<file path="config.mk">
export PLATFORM = sky130hd
export DESIGN_NAME = mbc_slave_flat
export DESIGN_NICKNAME = d
export VERILOG_FILES = /design/src/rtl/mbc_pkg.sv /design/src/rtl/mbc_link_if.sv /design/src/rtl/mbc_slave.sv /design/src/flat_wrapper.sv
export SDC_FILE = /design/constraint.sdc
export NUM_CORES = 1
export LEC_CHECK = 0
export BUFFER_PORTS_ARGS = -buffer_cell sky130_fd_sc_hd__buf_2
export CORE_MARGIN = 5
export CORE_UTILIZATION = 64
export DETAILED_ROUTE_END_ITERATION = 10
export PLACE_DENSITY = 0.86
export SLEW_MARGIN = 25
export SYNTH_ARGS = -nofsm -noshare
export SYNTH_HDL_FRONTEND = slang
export SYNTH_SLANG_ARGS = --single-unit
</file>
<file path="constraint.sdc">
create_clock -name core_clk -period 10.7 [get_ports core_clk]
set_clock_uncertainty 0.15 [all_clocks]
set_input_delay 0.535 -clock core_clk [delete_from_list [all_inputs] [get_ports core_clk]]
set_output_delay 0.535 -clock core_clk [all_outputs]
set_load 0.05 [all_outputs]
</file>
<file path="src/rtl/mbc_pkg.sv">
package mbc_pkg;
    // checksum arithmetic
    localparam logic [15:0] CRC_PRESET = 16'hFFFF;
    localparam logic [15:0] CRC_POLY = 16'hA001;
    // function codes and station addresses
    localparam logic [7:0] FN_READ = 8'h03;
    localparam logic [7:0] FN_LOOP = 8'h08;
    localparam logic [7:0] FN_EXC_BIT = 8'h80;
    localparam logic [7:0] BCAST_ADDR = 8'h00;
    // exception codes
    localparam logic [7:0] EXC_ILLEGAL_FN = 8'h01;
    localparam logic [7:0] EXC_BAD_VALUE = 8'h03;
    // frame geometry
    localparam int unsigned MAX_READ_REGS = 16;
    localparam logic [3:0] CMD_LEN = 4'h8;
    localparam logic [5:0] RSP_OVERHEAD = 6'h05;
    localparam logic [5:0] EXC_LEN = 6'h05;
    localparam logic [5:0] ECHO_LEN = 6'h08;
    localparam logic [5:0] RSP_MAX_BYTES = 6'h25;
    // master gives up on a missing answer after this many cycles
    localparam int unsigned RSP_TIMEOUT_CYCLES = 4000;

    // one whole byte: fold in, then eight shift steps
    function automatic logic [15:0] crc_byte(input logic [15:0] crc, input logic [7:0] b);
        logic [15:0] c;
        c = crc ^ {8'h00, b};
        for (int i = 0; i < 8; i++) begin
            c = c[0] ? ((c >> 1) ^ CRC_POLY) : (c >> 1);
        end
        return c;
    endfunction : crc_byte
endpackage : mbc_pkg

</file>
<file path="src/rtl/mbc_link_if.sv">
interface mbc_link_if;
    // master to slave byte stream
    logic [7:0] m2s_data;
    logic m2s_valid;
    logic m2s_last;
    // slave to master byte stream
    logic [7:0] s2m_data;
    logic s2m_valid;
    logic s2m_last;

    modport dev (
        input m2s_data,
        input m2s_valid,
        input m2s_last,
        output s2m_data,
        output s2m_valid,
        output s2m_last
    );

    modport ctl (
        output m2s_data,
        output m2s_valid,
        output m2s_last,
        input s2m_data,
        input s2m_valid,
        input s2m_last
    );
endinterface : mbc_link_if

</file>
<file path="src/rtl/mbc_slave.sv">
// Function
// - act only when received checksum matches computed
// - accumulator preset to FFFF per message
// - station address folded into low bits first
// - shift right, XOR A001 on carry out
// - eight shift steps per byte
// - next byte folded after eight shifts
// - final accumulator value is the checksum
// - master verifies response checksum the same way
// - read asks at most sixteen registers
// - loopback answer identical to the command
// - loopback echoes any test code and data
// - every register is exactly two bytes
// - address zero accepted, never answered
module mbc_slave
    import mbc_pkg::*;
#(
    parameter int unsigned MAX_REGS = MAX_READ_REGS
) (
    // clock and reset
    input wire logic core_clk,
    input wire logic rst,
    // link
    mbc_link_if.dev link,
    // station identity
    input wire logic [7:0] own_addr,
    // register read port, data must follow reg_rd_addr in the same cycle
    output logic [15:0] reg_rd_addr,
    input wire logic [15:0] reg_rd_data,
    // accepted command
    output logic cmd_fire,
    output logic [7:0] cmd_func,
    output logic [15:0] cmd_word1,
    output logic [15:0] cmd_word2,
    output logic cmd_bcast,
    // rejected frame
    output logic frame_err
);

    typedef enum logic [1:0] {
        S_RX = 2'b01,
        S_TX = 2'b10
    } mbc_slv_state_t;

    typedef enum logic [1:0] {
        K_ECHO = 2'b00,
        K_READ = 2'b01,
        K_EXC = 2'b10
    } mbc_kind_t;

    mbc_slv_state_t st_q, st_d;
    mbc_kind_t kind_q, kind_d;
    logic [7:0] buf_q [8];
    logic [7:0] buf_d [8];
    logic [3:0] cnt_q, cnt_d;
    logic [15:0] rx_crc_q, rx_crc_d;
    logic [15:0] tx_crc_q, tx_crc_d;
    logic [5:0] idx_q, idx_d;
    logic [5:0] len_q, len_d;
    logic [4:0] qty_q, qty_d;
    logic [7:0] code_q, code_d;
    logic [15:0] rd_addr_q, rd_addr_d;
    logic [7:0] tx_data_q, tx_data_d;
    logic tx_valid_q, tx_valid_d;
    logic tx_last_q, tx_last_d;
    logic fire_q, fire_d;
    logic [7:0] func_q, func_d;
    logic [15:0] w1_q, w1_d;
    logic [15:0] w2_q, w2_d;
    logic bcast_q, bcast_d;
    logic err_q, err_d;

    logic [7:0] tx_byte;
    logic [15:0] rx_w1;
    logic [15:0] rx_w2;
    logic crc_ok;
    logic addr_ok;
    logic read_ok;

    assign rx_w1 = {buf_q[2], buf_q[3]};
    // last byte is still on the link, not yet in the buffer
    assign rx_w2 = {buf_q[4], buf_q[5]};
    assign crc_ok = ({link.m2s_data, buf_q[6]} == rx_crc_q);
    assign addr_ok = (buf_q[0] == own_addr) || (buf_q[0] == BCAST_ADDR);
    assign read_ok = (rx_w2 != 16'h0000) && (rx_w2 <= 16'(MAX_REGS));

    // byte to send at the current index
    always_comb begin
        tx_byte = 8'h00;
        if (idx_q == len_q - 6'h02) begin
            tx_byte = tx_crc_q[7:0];
        end else if (idx_q == len_q - 6'h01) begin
            tx_byte = tx_crc_q[15:8];
        end else begin
            case (kind_q)
                K_ECHO: begin
                    tx_byte = buf_q[idx_q[2:0]];
                end
                K_EXC: begin
                    case (idx_q)
                        6'h00: tx_byte = buf_q[0];
                        6'h01: tx_byte = buf_q[1] | FN_EXC_BIT;
                        default: tx_byte = code_q;
                    endcase
                end
                K_READ: begin
                    case (idx_q)
                        6'h00: tx_byte = buf_q[0];
                        6'h01: tx_byte = buf_q[1];
                        6'h02: tx_byte = {2'b00, qty_q, 1'b0};
                        default: begin
                            // odd index carries the high byte
                            tx_byte = idx_q[0] ? reg_rd_data[15:8] : reg_rd_data[7:0];
                        end
                    endcase
                end
                default: tx_byte = 8'h00;
            endcase
        end
    end

    always_comb begin
        st_d = st_q;
        kind_d = kind_q;
        buf_d = buf_q;
        cnt_d = cnt_q;
        rx_crc_d = rx_crc_q;
        tx_crc_d = tx_crc_q;
        idx_d = idx_q;
        len_d = len_q;
        qty_d = qty_q;
        code_d = code_q;
        rd_addr_d = rd_addr_q;
        tx_data_d = tx_data_q;
        tx_valid_d = 1'b0;
        tx_last_d = 1'b0;
        fire_d = 1'b0;
        func_d = func_q;
        w1_d = w1_q;
        w2_d = w2_q;
        bcast_d = bcast_q;
        err_d = 1'b0;
        case (st_q)
            S_RX: begin
                if (link.m2s_valid) begin
                    if (cnt_q < CMD_LEN) begin
                        buf_d[cnt_q[2:0]] = link.m2s_data;
                    end
                    // checksum covers all but the two trailing bytes
                    if (cnt_q < CMD_LEN - 4'h2) begin
                        rx_crc_d = crc_byte(rx_crc_q, link.m2s_data);
                    end
                    if (cnt_q != 4'hF) begin
                        cnt_d = cnt_q + 4'h1;
                    end
                    if (link.m2s_last) begin
                        cnt_d = 4'h0;
                        rx_crc_d = CRC_PRESET;
                        if (cnt_q == CMD_LEN - 4'h1 && crc_ok) begin
                            if (addr_ok) begin
                                func_d = buf_q[1];
                                w1_d = rx_w1;
                                w2_d = rx_w2;
                                bcast_d = (buf_q[0] == BCAST_ADDR);
                                idx_d = 6'h00;
                                tx_crc_d = CRC_PRESET;
                                rd_addr_d = rx_w1;
                                qty_d = rx_w2[4:0];
                                if (buf_q[1] == FN_LOOP) begin
                                    fire_d = 1'b1;
                                    kind_d = K_ECHO;
                                    len_d = ECHO_LEN;
                                end else if (buf_q[1] == FN_READ && read_ok) begin
                                    fire_d = 1'b1;
                                    kind_d = K_READ;
                                    len_d = RSP_OVERHEAD + {rx_w2[4:0], 1'b0};
                                end else begin
                                    kind_d = K_EXC;
                                    len_d = EXC_LEN;
                                    code_d = (buf_q[1] == FN_READ) ? EXC_BAD_VALUE
                                                                   : EXC_ILLEGAL_FN;
                                end
                                // broadcast is acted on but never answered
                                if (buf_q[0] != BCAST_ADDR) begin
                                    st_d = S_TX;
                                end
                            end
                        end else begin
                            err_d = 1'b1;
                        end
                    end
                end
            end
            S_TX: begin
                // master must stay quiet while the answer goes out
                tx_valid_d = 1'b1;
                tx_data_d = tx_byte;
                if (idx_q < len_q - 6'h02) begin
                    tx_crc_d = crc_byte(tx_crc_q, tx_byte);
                end
                if (kind_q == K_READ && idx_q > 6'h02 && !idx_q[0]) begin
                    rd_addr_d = rd_addr_q + 16'h0001;
                end
                idx_d = idx_q + 6'h01;
                if (idx_q == len_q - 6'h01) begin
                    tx_last_d = 1'b1;
                    st_d = S_RX;
                end
            end
            default: st_d = S_RX;
        endcase
    end

    always_ff @(posedge core_clk or posedge rst) begin
        if (rst) begin
            st_q <= S_RX;
            kind_q <= K_ECHO;
            for (int i = 0; i < 8; i++) begin
                buf_q[i] <= 8'h00;
            end
            cnt_q <= 4'h0;
            rx_crc_q <= CRC_PRESET;
            tx_crc_q <= CRC_PRESET;
            idx_q <= 6'h00;
            len_q <= ECHO_LEN;
            qty_q <= 5'h00;
            code_q <= 8'h00;
            rd_addr_q <= 16'h0000;
            tx_data_q <= 8'h00;
            tx_valid_q <= 1'b0;
            tx_last_q <= 1'b0;
            fire_q <= 1'b0;
            func_q <= 8'h00;
            w1_q <= 16'h0000;
            w2_q <= 16'h0000;
            bcast_q <= 1'b0;
            err_q <= 1'b0;
        end else begin
            st_q <= st_d;
            kind_q <= kind_d;
            buf_q <= buf_d;
            cnt_q <= cnt_d;
            rx_crc_q <= rx_crc_d;
            tx_crc_q <= tx_crc_d;
            idx_q <= idx_d;
            len_q <= len_d;
            qty_q <= qty_d;
            code_q <= code_d;
            rd_addr_q <= rd_addr_d;
            tx_data_q <= tx_data_d;
            tx_valid_q <= tx_valid_d;
            tx_last_q <= tx_last_d;
            fire_q <= fire_d;
            func_q <= func_d;
            w1_q <= w1_d;
            w2_q <= w2_d;
            bcast_q <= bcast_d;
            err_q <= err_d;
        end
    end

    assign link.s2m_data = tx_data_q;
    assign link.s2m_valid = tx_valid_q;
    assign link.s2m_last = tx_last_q;
    assign reg_rd_addr = rd_addr_q;
    assign cmd_fire = fire_q;
    assign cmd_func = func_q;
    assign cmd_word1 = w1_q;
    assign cmd_word2 = w2_q;
    assign cmd_bcast = bcast_q;
    assign frame_err = err_q;

endmodule : mbc_slave

</file>
<file path="src/flat_wrapper.sv">
// flat-port wrapper written by rule: the top's interface ports become plain ports
module mbc_slave_flat import mbc_pkg::*;
#(
    parameter int unsigned MAX_REGS = MAX_READ_REGS
)
  (core_clk, rst, own_addr, reg_rd_addr, reg_rd_data, cmd_fire, cmd_func, cmd_word1, cmd_word2, cmd_bcast, frame_err, link_m2s_data, link_m2s_valid, link_m2s_last, link_s2m_data, link_s2m_valid, link_s2m_last);
  mbc_link_if link_i ();
  input wire logic core_clk;
  input wire logic rst;
  input wire logic [7:0] own_addr;
  output logic [15:0] reg_rd_addr;
  input wire logic [15:0] reg_rd_data;
  output logic cmd_fire;
  output logic [7:0] cmd_func;
  output logic [15:0] cmd_word1;
  output logic [15:0] cmd_word2;
  output logic cmd_bcast;
  output logic frame_err;
  input wire logic [$bits(link_i.m2s_data)-1:0] link_m2s_data;
  input wire logic [$bits(link_i.m2s_valid)-1:0] link_m2s_valid;
  input wire logic [$bits(link_i.m2s_last)-1:0] link_m2s_last;
  output wire logic [$bits(link_i.s2m_data)-1:0] link_s2m_data;
  output wire logic [$bits(link_i.s2m_valid)-1:0] link_s2m_valid;
  output wire logic [$bits(link_i.s2m_last)-1:0] link_s2m_last;
  assign link_i.m2s_data = link_m2s_data;
  assign link_i.m2s_valid = link_m2s_valid;
  assign link_i.m2s_last = link_m2s_last;
  assign link_s2m_data = link_i.s2m_data;
  assign link_s2m_valid = link_i.s2m_valid;
  assign link_s2m_last = link_i.s2m_last;
  mbc_slave #(.MAX_REGS(MAX_REGS)) u_core (.core_clk(core_clk), .rst(rst), .link(link_i), .own_addr(own_addr), .reg_rd_addr(reg_rd_addr), .reg_rd_data(reg_rd_data), .cmd_fire(cmd_fire), .cmd_func(cmd_func), .cmd_word1(cmd_word1), .cmd_word2(cmd_word2), .cmd_bcast(cmd_bcast), .frame_err(frame_err));
endmodule
</file>
==> tab_implementation.tex, run 1 <==
\begin{tabular}{lr}
\hline
Metric & Value \\
\hline
\multicolumn{2}{l}{\textbf{Power}} \\
\quad Part of the total power dissipated in sequential elements & 50.6\% \\
\quad Psw & 0.342 mW \\
\quad Maximum VDD drop & 0.000123 V \\
\quad Net Sw Frac & 24.4\% \\
\quad Power density cells & 126 nW/um\^{}2 \\
\quad Clock power frac & 46.2\% \\
\quad Leakage Power & 5.23 nW \\
\quad Total internal power & 1.06 mW \\
\quad Share of power burned in combinational logic & 3.2\% \\
\multicolumn{2}{l}{\textbf{Final layout}} \\
\quad Number of fill cells in the layout & 1037 \\
\quad Most common cell after layout, fill and taps aside & dfrtp\_1 \\
\quad Share of final-layout standard cells stronger than drive strength 1 & 31.8\% \\
\quad Antenna diode instance count & 0 \\
\quad Commonest cells after routing, fill and taps aside & dfrtp\_1 (153), mux2\_2 (107), buf\_2 (104), nor2\_1 (78), nand2\_1 (65) \\
\quad Cell Count, Final, Fillers Out & 1180 \\
\quad Area Growth Syn to Fin & 12.3\% \\
\quad Net count of the finished layout & 1031 \\
\multicolumn{2}{l}{\textbf{Synth}} \\
\quad Post-synthesis register bit count & 187 \\
\quad Library cell occupying the most area in the post-synthesis netlist & dfrtp\_1 \\
\quad Sequential cell area fraction in the yosys report & 47.8\% \\
\quad Mean Syn Cell Area & 11.0 um\^{}2 \\
\quad Number of instances in the synthesized netlist & 901 \\
\quad Post-synth net total & 953 \\
\quad Number of distinct library cells after synthesis & 69 \\
\quad Area share of xor/xnor cells in the synthesized design & 7.37\% \\
\quad Share of cell area taken by muxes after synthesis & 17.7\% \\
\quad Most common flop cell mapped by yosys & dfrtp\_1 \\
\quad Count of flip-flops with a built-in enable after synthesis & 0 \\
\quad Largest cells by area after synthesis & dfrtp\_1 (39\%), mux2\_2 (12\%), dfstp\_2 (9.0\%), xnor2\_1 (3.5\%), mux4\_2 (3.2\%) \\
\quad Adder and majority gate portion of the synthesized area & 2.03\% \\
\quad Post-synthesis compound-gate area fraction & 10.8\% \\
\quad Main combinational cell family by area after synthesis & multiplexers \\
\quad Post-synth top area share & 38.8\% \\
\quad Share of synthesized cell area in and, or, nand and nor gates & 11.6\% \\
\quad Proportion of synthesized flip-flops having asynchronous set or reset & 100\% \\
\quad Synth warn & 0 \\
\quad Post-synth design cell area & 9880 um\^{}2 \\
\multicolumn{2}{l}{\textbf{Drt}} \\
\quad Routed via count & 7755 \\
\quad Iter 0 DRT Violations & 790 \\
\quad DRC violation count after routing & 0 \\
\quad Number of iterations in the first detailed-routing pass & 5 \\
\quad Drt total wl & 26500 um \\
\quad Routed wire length on met2 & 12800 um \\
\quad Drt wl/cell & 22.5 um \\
\quad Via density per instance & 6.57 \\
\quad Post-route ant nets & 0 \\
\quad Detail Route met3 WL & 2300 um \\
\quad M1 WL & 10500 um \\
\quad Highest metal layer used by the detailed router & met4 \\
\multicolumn{2}{l}{\textbf{STA}} \\
\quad Transition at the pin with the smallest max-transition slack & 1.08 ns \\
\quad Count of endpoints failing setup in the final report & 0 \\
\quad Max-slew violations & 0 \\
\quad Unrepaired setup endpoints after global routing & no \\
\quad Final TNS setup & 0 ns \\
\quad Tightest hold margin & -0.00666 ns \\
\quad Post-route fraction of the period consumed by the critical path & 42.8\% \\
\quad Timing-limited maximum frequency & 218 MHz \\
\quad Number of endpoints with negative hold slack in the final report & 7 \\
\quad Max-Slew Margin vs Limit & 27.4\% \\
\quad Min Clock Period, post-route & 4.58 ns \\
\multicolumn{2}{l}{\textbf{Placed design}} \\
\quad Input/output buffers & 104 \\
\quad Final weighted congestion in routability-driven placement & 0.889 \\
\quad Half-perimeter wire length of the detailed placement result & 18400 um \\
\quad Placed Instances & 1148 \\
\multicolumn{2}{l}{\textbf{Clock network}} \\
\quad Clock-pin slew on the worst setup and hold paths & 0.08 ns \\
\quad CTS Buffer Depth & 2 \\
\quad Number of gates given a new drive strength after cts & 0 \\
\quad Clk Latency, worst-skew pair & 0.45 ns \\
\quad CTS Hold Bufs & 0 \\
\quad Post-CTS setup buffers & 0 \\
\quad Number of clock sinks seen by CTS & 187 \\
\quad H-tree depth & 4 \\
\quad Cell chosen for the clock root & clkbuf\_16 \\
\quad Number of buffers created by CTS & 17 \\
\quad CTS tree & done \\
\multicolumn{2}{l}{\textbf{Global route}} \\
\quad Total routing usage reported by global routing & 30.5\% \\
\quad Number of antenna violations at the first check in global routing & 0 \\
\quad First-pass GRT wire length & 42600 um \\
\quad Pin count of the biggest net entering global routing & 78 \\
\quad Number of global-route vias before repair & 7688 \\
\quad Total grt overflow & 0 \\
\multicolumn{2}{l}{\textbf{Worst setup path}} \\
\quad Crit-path max FO & 21 \\
\quad Kind of critical path & flop to flop \\
\quad Worst setup path startpoint & u\_core.idx\_q[0]\$\_DFFE\_PP0P\_ \\
\quad Capturing element type of the critical path & flop \\
\quad Critical path required time & 10.93 ns \\
\quad CP Launch Type & flop \\
\quad Critical path arrival & 4.81 ns \\
\quad Startpoint of the worst register-to-register path & u\_core.idx\_q[0]\$\_DFFE\_PP0P\_ \\
\multicolumn{2}{l}{\textbf{Min path}} \\
\quad Path type of the worst min-delay path & primary input to asynchronous set/reset pin \\
\multicolumn{2}{l}{\textbf{Outcome}} \\
\quad Result of the run & finished with violations \\
\quad Violations in the final reports & negative hold slack \\
\multicolumn{2}{l}{\textbf{Floorplan}} \\
\quad Chip height & 134 um \\
\quad \# rows & 45 \\
\quad Horizontal die dimension & 134 um \\
\quad Number of top-level pins & 105 \\
\quad Area enclosed by the die boundary & 18000 um\^{}2 \\
\quad Starting utilization of the core area & 65.2\% \\
\quad Area of the core region & 15100 um\^{}2 \\
\multicolumn{2}{l}{\textbf{Flow run}} \\
\quad Count of maximum capacitance violations & 0 \\
\hline
\end{tabular}
## synth_stat cells, types with 3 or more instances
cell	count
a21boi_0	4
a21oi_1	52
a22oi_1	9
a31oi_1	8
and2_1	4
and3_1	10
buf_1	6
buf_2	10
clkbuf_1	34
dfrtp_1	153
dfstp_2	34
ha_1	16
inv_1	13
mux2_2	107
mux2i_1	21
mux4_2	14
nand2_1	65
nand2b_1	4
nand3_1	16
nand3b_1	4
nand4_1	9
nor2_1	79
nor2b_1	5
nor3_1	12
nor3b_1	3
nor4_1	12
o21ai_0	42
o221ai_1	4
o22a_1	9
o22ai_1	14
o31ai_1	4
or3_1	4
xnor2_1	40
xor2_1	36
## worst max-delay path, stage by stage, from the launching register on
cell	delay, ns
dfrtp_1	0.67
buf_4	0.41
inv_1	0.17
ha_1	0.38
nor3_1	0.42
nor2_4	0.11
o211a_1	0.23
a2111oi_0	0.37
mux2i_1	0.18
xor2_1	0.35
xnor3_1	0.29
xnor3_2	0.30
mux2_4	0.31
and3_1	0.16
## sequential cells by signal (all words and copies together), names as in the netlist, 2 cells and up
register,count
u_core.buf_q,64
u_core.cmd_func,8
u_core.cmd_word1,16
u_core.cmd_word2,16
u_core.cnt_q,4
u_core.code_q,2
u_core.idx_q,6
u_core.kind_q,2
u_core.len_q,6
u_core.link.s2m_data,8
u_core.reg_rd_addr,16
u_core.rx_crc_q,16
u_core.st_q,2
u_core.tx_crc_q,16
## final cells by class
| type | count | area [um^2] | area share [%] |
|---|---|---|---|
| clock buffers | 18 | 429 | 3.87 |
| clock inverters | 14 | 178 | 1.60 |
| inverters | 14 | 57.6 | 0.519 |
| multi-input cells | 647 | 4890 | 44.1 |
| flip-flops and latches | 187 | 4720 | 42.5 |
| well taps | 188 | 235 | 2.12 |
| repair buffers | 112 | 584 | 5.26 |
## stage by stage
step	power, mW	area (um^2)	utilization, %	worst slack (ns)	hold WS, ns
after floorplan	0.748	9880	-	4.99	0.285
after global placement	0.764	10500	69.2	6.28	0.306
after detailed placement	0.765	10500	69.3	6.19	0.315
after CTS	1.40	11100	73.3	6.17	0.0103
after global routing	1.44	11100	73.3	5.74	0.0460
final	1.40	11100	73.3	6.12	-0.00666
## kinds of logic (layout without fill, tap and decap cells)
| family | Yosys count | count (layout) |
|---|---|---|
| AND/OR/NAND/NOR | 239 | 239 |
| flip-flops | 187 | 187 |
| AO/OA/AOI/OAI | 170 | 170 |
| multiplexers | 143 | 143 |
| XOR/XNOR | 79 | 79 |
| buffers and inverters | 67 | 158 |
| adder cells (fa/ha/maj) | 16 | 16 |
## routing by layer
layer,track usage [%],up-vias
li1,-,3392
met1,40.0,3857
met2,49.6,424
met3,7.88,82
met4,11.0,0
met5,0,-
## power by group through the flow
stage	Combinational [mW]	Clock [mW]	Sequential, mW
5_1_grt	0.0499	0.686	0.707
4_1_cts	0.0456	0.651	0.707
6_report	0.0453	0.646	0.707
3_3_place_gp	0.0439	0	0.720
2_1_floorplan	0.0281	0	0.720
3_5_place_dp	0.0446	0	0.720
## final timing paths
path / endpoint / slack, ns / depth (start not counted)
worst min-delay path: u_core.cmd_word2[1]$_DFFE_PP0P_ / -0.007 / 2
worst min register to register: u_core.link.s2m_data[6]$_DFFE_PP0P_ / 0.32 / 2
max in group asynchronous: u_core.buf_q[38]$_DFFE_PP0P_ / 8.71 / 4
worst max register to register: u_core.tx_crc_q[0]$_DFFE_PP1P_ / 6.12 / 13
min in group core_clk: u_core.cnt_q[2]$_DFFE_PP0P_ / 0.29 / 4
worst max-delay path: u_core.tx_crc_q[0]$_DFFE_PP1P_ / 6.12 / 13
Power figures use the tool's default switching activity.
==> run 2, diff against run 1 <==
--- a/config.mk
+++ b/config.mk
@@ -7,9 +7,9 @@
 export LEC_CHECK = 0
 export BUFFER_PORTS_ARGS = -buffer_cell sky130_fd_sc_hd__buf_2
 export CORE_MARGIN = 5
-export CORE_UTILIZATION = 64
+export CORE_UTILIZATION = 59
 export DETAILED_ROUTE_END_ITERATION = 10
-export PLACE_DENSITY = 0.86
+export PLACE_DENSITY = 0.8
 export SLEW_MARGIN = 25
 export SYNTH_ARGS = -nofsm -noshare
 export SYNTH_HDL_FRONTEND = slang
==> constraint.sdc (replaced) <==
create_clock -name core_clk -period 4.8 [get_ports core_clk]
set_clock_uncertainty 0.15 [all_clocks]
set_input_delay 0.24 -clock core_clk [delete_from_list [all_inputs] [get_ports core_clk]]
set_output_delay 0.24 -clock core_clk [all_outputs]
set_load 0.05 [all_outputs]
==> tab_implementation.tex, run 2 (synthesized netlist as in run 1, its figures left out) <==
\begin{tabular}{lr}
\hline
Metric & Value \\
\hline
\multicolumn{2}{l}{\textbf{Outcome}} \\
\quad Result of the run & complete, no violations \\
\multicolumn{2}{l}{\textbf{Clock network}} \\
\quad CTS Buffer Depth & 2 \\
\quad Number of gates given a new drive strength after cts & 0 \\
\quad Number of clock sinks seen by CTS & 187 \\
\quad CTS tree & done \\
\quad Clk Latency, worst-skew pair & 0.43 ns \\
\quad Clock-pin slew on the worst setup and hold paths & 0.07 ns \\
\quad Number of buffers created by CTS & 17 \\
\quad Cell chosen for the clock root & clkbuf\_16 \\
\quad CTS Hold Bufs & 1 \\
\quad H-tree depth & 4 \\
\quad Post-CTS setup buffers & 0 \\
\multicolumn{2}{l}{\textbf{Floorplan}} \\
\quad Starting utilization of the core area & 59.8\% \\
\quad Number of top-level pins & 105 \\
\quad \# rows & 47 \\
\quad Chip height & 139 um \\
\quad Area of the core region & 16500 um\^{}2 \\
\quad Horizontal die dimension & 139 um \\
\quad Area enclosed by the die boundary & 19400 um\^{}2 \\
\multicolumn{2}{l}{\textbf{STA}} \\
\quad Max-slew violations & 0 \\
\quad Setup slack after layout & 0.725 ns \\
\quad Final TNS setup & 0 ns \\
\quad Max-Slew Margin vs Limit & 31.9\% \\
\quad Count of endpoints failing setup in the final report & 0 \\
\quad Tightest hold margin & 0.114 ns \\
\quad Unrepaired setup endpoints after global routing & no \\
\quad Number of endpoints with negative hold slack in the final report & 0 \\
\quad Timing-limited maximum frequency & 245 MHz \\
\quad Transition at the pin with the smallest max-transition slack & 1.02 ns \\
\quad Min Clock Period, post-route & 4.08 ns \\
\quad Post-route fraction of the period consumed by the critical path & 84.9\% \\
\multicolumn{2}{l}{\textbf{Worst setup path}} \\
\quad CP Launch Type & flop \\
\quad Worst setup path startpoint & u\_core.idx\_q[1]\$\_DFFE\_PP0P\_ \\
\quad Slowest cell on the critical path & a2111oi\_0 \\
\quad Critical-path cell list & buf\_4 -> inv\_1 -> ha\_1 -> nor3\_1 -> nor2\_4 -> o211a\_1 -> a2111oi\_0 -> mux2i\_1 -> xor2\_1 -> xnor3\_1 -> xnor3\_2 -> mux2\_4 -> and3\_1 \\
\quad Number of cells on the worst reg-to-reg path & 13 \\
\quad Critical path required time & 5.02 ns \\
\quad Setup slack of the most critical reg-to-reg path & 0.72 ns \\
\quad Capturing element type of the critical path & flop \\
\quad Critical path arrival & 4.30 ns \\
\quad Startpoint of the worst register-to-register path & u\_core.idx\_q[1]\$\_DFFE\_PP0P\_ \\
\quad CP max stage delay & 0.43 ns \\
\quad End of the worst register-to-register path & u\_core.tx\_crc\_q[0]\$\_DFFE\_PP1P\_ \\
\quad Crit-path max FO & 20 \\
\quad Kind of critical path & flop to flop \\
\multicolumn{2}{l}{\textbf{Drt}} \\
\quad Drt total wl & 25700 um \\
\quad Routed via count & 7533 \\
\quad Number of iterations in the first detailed-routing pass & 5 \\
\quad DRC violation count after routing & 0 \\
\quad Iter 0 DRT Violations & 737 \\
\quad Drt wl/cell & 21.1 um \\
\quad Via density per instance & 6.18 \\
\quad Post-route ant nets & 0 \\
\multicolumn{2}{l}{\textbf{Final layout}} \\
\quad Non-Filler Cell Area, Final & 11300 um\^{}2 \\
\quad Number of fill cells in the layout & 1217 \\
\quad Largest register by flop count & u\_core.buf\_q \\
\quad Net count of the finished layout & 1037 \\
\quad Commonest cells after routing, fill and taps aside & dfrtp\_1 (153), mux2\_2 (107), buf\_2 (104), nor2\_1 (77), nand2\_1 (65) \\
\quad Util after Layout & 68.1\% \\
\quad Share of final-layout standard cells stronger than drive strength 1 & 32.1\% \\
\quad Area Growth Syn to Fin & 13.9\% \\
\quad Cell Count, Final, Fillers Out & 1218 \\
\quad Antenna diode instance count & 0 \\
\quad Most common cell after layout, fill and taps aside & dfrtp\_1 \\
\quad Max reg flops & 64 \\
\multicolumn{2}{l}{\textbf{Global route}} \\
\quad Number of antenna violations at the first check in global routing & 0 \\
\quad Number of global-route vias before repair & 7392 \\
\quad Total grt overflow & 0 \\
\quad First-pass GRT wire length & 41100 um \\
\quad Pin count of the biggest net entering global routing & 188 \\
\quad Total routing usage reported by global routing & 26.7\% \\
\multicolumn{2}{l}{\textbf{Power}} \\
\quad Maximum VDD drop & 0.000259 V \\
\quad Power density cells & 285 nW/um\^{}2 \\
\quad Total internal power & 2.52 mW \\
\quad Part of the total power dissipated in sequential elements & 49.2\% \\
\quad Leakage Power & 5.27 nW \\
\quad Psw & 0.688 mW \\
\quad Net Sw Frac & 21.5\% \\
\quad Power consumption & 3.21 mW \\
\quad Clock power frac & 47.6\% \\
\quad Share of power burned in combinational logic & 3.3\% \\
\multicolumn{2}{l}{\textbf{Placed design}} \\
\quad Placement-stage cell area & 10600 um\^{}2 \\
\quad Half-perimeter wire length of the detailed placement result & 17900 um \\
\quad Placed Instances & 1183 \\
\quad Final weighted congestion in routability-driven placement & 0.929 \\
\quad Input/output buffers & 104 \\
\quad Setup WS pre-CTS & 0.757 ns \\
\multicolumn{2}{l}{\textbf{Min path}} \\
\quad End of the worst hold path & u\_core.cnt\_q[3]\$\_DFFE\_PP0P\_ \\
\quad Number of cells traversed by the worst hold path & 3 \\
\quad Path type of the worst min-delay path & primary input to flop \\
\quad Startpoint of the tightest hold check path & link\_m2s\_valid \\
\multicolumn{2}{l}{\textbf{Flow run}} \\
\quad Count of maximum capacitance violations & 0 \\
\hline
\end{tabular}
## run 2: cell count changes in the layout (fill, tap and decap cells not counted), moves of 2 or more
cell           before  now
buf_4               7   10
bufinv_16           1    4
clkbuf_8            0    2
clkinv_8            4    0
clkinvlp_4          0    4
dlygate4sd3_1       0    2
inv_8               3    0
## run 2: worst max-delay path, delay by kind of cell, from the launching register on
kind | cells | cell delay (ns)
xor+xnor | 3 | 0.90
compound gates | 2 | 0.67
buf+inv | 2 | 0.43
flops | 1 | 0.32
fa+ha+maj | 1 | 0.33
mux | 2 | 0.51
simple gates | 3 | 0.70
## run 2: metal layers
| metal | routed length (um) | vias to the layer above | global-route usage (%) |
|---|---|---|---|
| met5 | 0 | - | 0 |
| met4 | 698 | 0 | 8.86 |
| met3 | 2020 | 49 | 5.56 |
| met2 | 12300 | 334 | 42.4 |
| met1 | 10700 | 3734 | 36.9 |
| li1 | - | 3416 | - |
## run 2: power groups by stage
stage / logic, mW / clock network, mW / registers [mW]
2_1_floorplan: 0.0629 / 0 / 1.61
3_3_place_gp: 0.0991 / 0 / 1.61
3_5_place_dp: 0.101 / 0 / 1.61
4_1_cts: 0.102 / 1.54 / 1.58
5_1_grt: 0.117 / 1.60 / 1.58
6_report: 0.104 / 1.52 / 1.58
## run 2: how the worst max path moves through the flow
stage                                          end  slack [ns]
finish              u_core.tx_crc_q[0]$_DFFE_PP1P_        0.72
global route        u_core.tx_crc_q[0]$_DFFE_PP1P_        0.43
CTS                 u_core.tx_crc_q[0]$_DFFE_PP1P_        0.75
detailed placement  u_core.tx_crc_q[0]$_DFFE_PP1P_        0.76
global placement    u_core.tx_crc_q[0]$_DFFE_PP1P_        0.90
floorplan           u_core.tx_crc_q[0]$_DFFE_PP1P_        0.79
## run 2: final cells by class
class	instances	area (um^2)	share of cell area [%]
clock buffer	20	457	4.06
clock inverter	12	183	1.62
inverter	14	56.3	0.500
multi-input combinational	647	4900	43.5
sequential	187	4720	42.0
tap	220	275	2.45
timing repair buffer	118	663	5.89
==> run 3, diff against run 2 <==
--- a/config.mk
+++ b/config.mk
@@ -5,11 +5,12 @@
 export SDC_FILE = /design/constraint.sdc
 export NUM_CORES = 1
 export LEC_CHECK = 0
+export ABC_AREA = 1
 export BUFFER_PORTS_ARGS = -buffer_cell sky130_fd_sc_hd__buf_2
 export CORE_MARGIN = 5
-export CORE_UTILIZATION = 59
+export CORE_UTILIZATION = 54
 export DETAILED_ROUTE_END_ITERATION = 10
-export PLACE_DENSITY = 0.8
+export PLACE_DENSITY = 0.77
 export SLEW_MARGIN = 25
 export SYNTH_ARGS = -nofsm -noshare
 export SYNTH_HDL_FRONTEND = slang
==> constraint.sdc (replaced) <==
create_clock -name core_clk -period 3.5 [get_ports core_clk]
set_clock_uncertainty 0.15 [all_clocks]
set_input_delay 0.175 -clock core_clk [delete_from_list [all_inputs] [get_ports core_clk]]
set_output_delay 0.175 -clock core_clk [all_outputs]
set_load 0.05 [all_outputs]
==> tab_implementation.tex, run 3 <==
\begin{tabular}{lr}
\hline
Metric & Value \\
\hline
\multicolumn{2}{l}{\textbf{Power}} \\
\quad Leakage Power & 6.01 nW \\
\quad Part of the total power dissipated in sequential elements & 35.9\% \\
\quad Power density cells & 820 nW/um\^{}2 \\
\quad Share of power burned in combinational logic & 44.5\% \\
\quad Net Sw Frac & 45.6\% \\
\quad Maximum VDD drop & 0.000465 V \\
\quad Psw & 4.49 mW \\
\quad Clock power frac & 19.6\% \\
\quad Total internal power & 5.36 mW \\
\multicolumn{2}{l}{\textbf{Worst setup path}} \\
\quad Critical path arrival & 3.49 ns \\
\quad Worst setup path startpoint & u\_core.idx\_q[0]\$\_DFFE\_PP0P\_ \\
\quad Startpoint of the worst register-to-register path & u\_core.idx\_q[0]\$\_DFFE\_PP0P\_ \\
\quad Setup slack of the most critical reg-to-reg path & 0.23 ns \\
\quad CP Launch Type & flop \\
\quad End of the worst register-to-register path & u\_core.tx\_crc\_q[0]\$\_DFFE\_PP1P\_ \\
\quad Cell repeated most along the worst path & nand2\_1 \\
\quad Capturing element type of the critical path & flop \\
\quad Worst setup path endpoint & u\_core.tx\_crc\_q[0]\$\_DFFE\_PP1P\_ \\
\quad Kind of critical path & flop to flop \\
\quad Crit-path max FO & 5 \\
\quad Critical path required time & 3.72 ns \\
\quad Number of cells on the worst reg-to-reg path & 26 \\
\quad CP max stage delay & 0.41 ns \\
\quad Slowest cell on the critical path & dfrtp\_1 \\
\multicolumn{2}{l}{\textbf{Clock network}} \\
\quad CTS tree & done \\
\quad Clock-pin slew on the worst setup and hold paths & 0.07 ns \\
\quad Number of buffers created by CTS & 17 \\
\quad CTS Buffer Depth & 2 \\
\quad Number of clock sinks seen by CTS & 187 \\
\quad H-tree depth & 4 \\
\quad Clk Latency, worst-skew pair & 0.44 ns \\
\quad Cell chosen for the clock root & clkbuf\_16 \\
\multicolumn{2}{l}{\textbf{Drt}} \\
\quad Routed via count & 9787 \\
\quad Drt total wl & 30000 um \\
\quad Post-route ant nets & 0 \\
\quad Iter 0 DRT Violations & 1021 \\
\quad DRC violation count after routing & 0 \\
\quad M1 WL & 12700 um \\
\quad Number of iterations in the first detailed-routing pass & 6 \\
\quad Detail Route met3 WL & 2220 um \\
\quad Drt wl/cell & 17.5 um \\
\quad Via density per instance & 5.70 \\
\quad Routed wire length on met2 & 14000 um \\
\quad Highest metal layer used by the detailed router & met4 \\
\multicolumn{2}{l}{\textbf{Synth}} \\
\quad Number of distinct library cells after synthesis & 51 \\
\quad Post-synthesis register bit count & 187 \\
\quad Proportion of synthesized flip-flops having asynchronous set or reset & 100\% \\
\quad List of most frequent post-synthesis cells & nand2\_1 (338), o21ai\_0 (181), inv\_1 (164), dfrtp\_1 (153), nor2\_1 (84) \\
\quad Mean Syn Cell Area & 7.72 um\^{}2 \\
\quad Share of synthesized cell area in and, or, nand and nor gates & 24.1\% \\
\quad Post-synth top area share & 37.0\% \\
\quad Most common flop cell mapped by yosys & dfrtp\_1 \\
\quad Number of instances in the synthesized netlist & 1341 \\
\quad Main combinational cell family by area after synthesis & simple AND/OR/NAND/NOR gates \\
\quad Post-synthesis compound-gate area fraction & 15.6\% \\
\quad Area share of xor/xnor cells in the synthesized design & 4.45\% \\
\quad Sequential cell area fraction in the yosys report & 45.6\% \\
\quad Library cell occupying the most area in the post-synthesis netlist & dfrtp\_1 \\
\quad Largest cells by area after synthesis & dfrtp\_1 (37\%), nand2\_1 (12\%), o21ai\_0 (8.8\%), dfstp\_2 (8.6\%), inv\_1 (5.9\%) \\
\quad Post-synth net total & 1393 \\
\quad Synth warn & 0 \\
\quad Library cell with the highest instance count after synthesis & nand2\_1 \\
\quad Share of cell area taken by muxes after synthesis & 0.0967\% \\
\quad Post-synth design cell area & 10300 um\^{}2 \\
\quad Adder and majority gate portion of the synthesized area & 1.93\% \\
\quad Count of flip-flops with a built-in enable after synthesis & 0 \\
\multicolumn{2}{l}{\textbf{STA}} \\
\quad Max-Slew Margin vs Limit & 54.8\% \\
\quad Post-route fraction of the period consumed by the critical path & 93.3\% \\
\quad Final TNS setup & 0 ns \\
\quad Transition at the pin with the smallest max-transition slack & 0.675 ns \\
\quad Timing-limited maximum frequency & 306 MHz \\
\quad Min Clock Period, post-route & 3.27 ns \\
\quad Count of endpoints failing setup in the final report & 0 \\
\quad Max-slew violations & 0 \\
\quad Number of endpoints with negative hold slack in the final report & 0 \\
\quad Tightest hold margin & 0.0623 ns \\
\multicolumn{2}{l}{\textbf{Final layout}} \\
\quad Max reg flops & 64 \\
\quad Largest register by flop count & u\_core.buf\_q \\
\quad Cell Count, Final, Fillers Out & 1717 \\
\quad Net count of the finished layout & 1522 \\
\quad Commonest cells after routing, fill and taps aside & nand2\_1 (336), o21ai\_0 (181), inv\_1 (163), dfrtp\_1 (153), buf\_2 (104) \\
\quad Number of fill cells in the layout & 1653 \\
\quad Share of final-layout standard cells stronger than drive strength 1 & 17.5\% \\
\quad Non-Filler Cell Area, Final & 12000 um\^{}2 \\
\quad Most common cell after layout, fill and taps aside & nand2\_1 \\
\quad Area Growth Syn to Fin & 16.1\% \\
\quad Antenna diode instance count & 0 \\
\multicolumn{2}{l}{\textbf{Global route}} \\
\quad Pin count of the biggest net entering global routing & 188 \\
\quad First-pass GRT wire length & 48500 um \\
\quad Number of global-route vias before repair & 9161 \\
\quad Total routing usage reported by global routing & 27.6\% \\
\quad Total grt overflow & 0 \\
\quad Number of antenna violations at the first check in global routing & 0 \\
\multicolumn{2}{l}{\textbf{Placed design}} \\
\quad Placement-stage cell area & 11300 um\^{}2 \\
\quad Half-perimeter wire length of the detailed placement result & 22200 um \\
\quad Input/output buffers & 104 \\
\quad Final weighted congestion in routability-driven placement & 0.993 \\
\quad Placed Instances & 1672 \\
\multicolumn{2}{l}{\textbf{Floorplan}} \\
\quad Starting utilization of the core area & 55.1\% \\
\quad Chip height & 148 um \\
\quad Horizontal die dimension & 148 um \\
\quad Area of the core region & 18800 um\^{}2 \\
\quad Number of top-level pins & 105 \\
\quad Area enclosed by the die boundary & 22000 um\^{}2 \\
\quad \# rows & 50 \\
\multicolumn{2}{l}{\textbf{Flow run}} \\
\quad Count of maximum capacitance violations & 0 \\
\multicolumn{2}{l}{\textbf{Outcome}} \\
\quad Result of the run & complete, no violations \\
\multicolumn{2}{l}{\textbf{Min path}} \\
\quad Path type of the worst min-delay path & primary input to flop \\
\hline
\end{tabular}
-- run 3: cell types whose count changed in the layout (fill, tap and decap cells not counted), sizes merged, moves of 11 or more --
| cell | previous run | this run |
|---|---|---|
| o211ai | 1 | 12 |
| nand2 | 65 | 347 |
| mux2i | 21 | 1 |
| xnor2 | 41 | 14 |
| inv | 16 | 179 |
| mux4 | 14 | 0 |
| mux2 | 108 | 0 |
| buf | 116 | 148 |
| nand3 | 16 | 77 |
| o21ai | 43 | 188 |
-- run 3: worst min-delay path by stage --
| stage | from | end | slack, ns | cells past startpoint |
|---|---|---|---|---|
| after CTS | link_m2s_data[0] | u_core.rx_crc_q[6]$_DFFE_PP1P_ | 0.04 | 4 |
| after detailed placement | u_core.code_q[0]$_DFFE_PP0P_ | u_core.code_q[0]$_DFFE_PP0P_ | 0.29 | 2 |
| after global placement | u_core.code_q[0]$_DFFE_PP0P_ | u_core.code_q[0]$_DFFE_PP0P_ | 0.28 | 2 |
| after floorplan | link_m2s_last | u_core.cnt_q[0]$_DFFE_PP0P_ | 0.21 | 2 |
| final | link_m2s_data[0] | u_core.rx_crc_q[6]$_DFFE_PP1P_ | 0.06 | 4 |
| after global routing | link_m2s_data[0] | u_core.rx_crc_q[6]$_DFFE_PP1P_ | 0.07 | 4 |
-- run 3: power groups by stage --
stage                     Combinational [mW]  Sequential (mW)  Clock, mW
after floorplan                         2.90             3.66          0
after global placement                  4.20             3.53          0
after detailed placement                4.27             3.54          0
after CTS                               4.30             3.51       1.95
after global routing                    4.87             3.60       2.07
final                                   4.38             3.54       1.93
-- run 3: critical path, delay by kind of cell, from the launching register on --
kind                     cells  cell delay, ns
adder cells (fa/ha/maj)      1            0.35
buffers and inverters        5            0.32
AO/OA/AOI/OAI                1            0.23
AND/OR/NAND/NOR             19            1.75
flip-flops                   1            0.41
-- run 3: cell type report --
| type | instances | area [um^2] | area share (%) |
|---|---|---|---|
| Sequential cell | 187 | 4720 | 39.3 |
| Multi-Input combinational cell | 940 | 4840 | 40.3 |
| Timing Repair Buffer | 151 | 913 | 7.60 |
| Inverter | 173 | 656 | 5.46 |
| Clock buffer | 20 | 457 | 3.80 |
| Clock inverter | 12 | 126 | 1.05 |
| Tap cell | 234 | 293 | 2.44 |
-- run 3: logic make-up after synthesis --
group	Yosys count
AO/OA/AOI/OAI	293
XOR/XNOR	51
adder cells (fa/ha/maj)	16
buffers and inverters	216
flip-flops	187
multiplexers	1
AND/OR/NAND/NOR	577
-- run 3: stage by stage --
stage,setup WS (ns),power (mW),utilization (%)
after floorplan,0.311,6.56,-
after CTS,0.153,9.75,63.2
final,0.233,9.85,64.0
after detailed placement,0.150,7.81,60.0
after global placement,0.224,7.73,60.0
after global routing,-0.0749,10.5,64.0
-- run 3: timing repair --
action / 4_1_cts / 5_1_grt
buffers inserted: 0 / 7
hold endpoints to repair: 150 / 0
gates resized for setup: 0 / 13
hold buffers: 3 / 0
endpoints found under the setup margin: 0 / 11
-- run 3: metal layers --
layer	global-route usage (%)	vias up
met2	43.7	409
met1	37.8	4629
met3	5.70	76
met5	0	-
li1	-	4673
met4	10.1	0
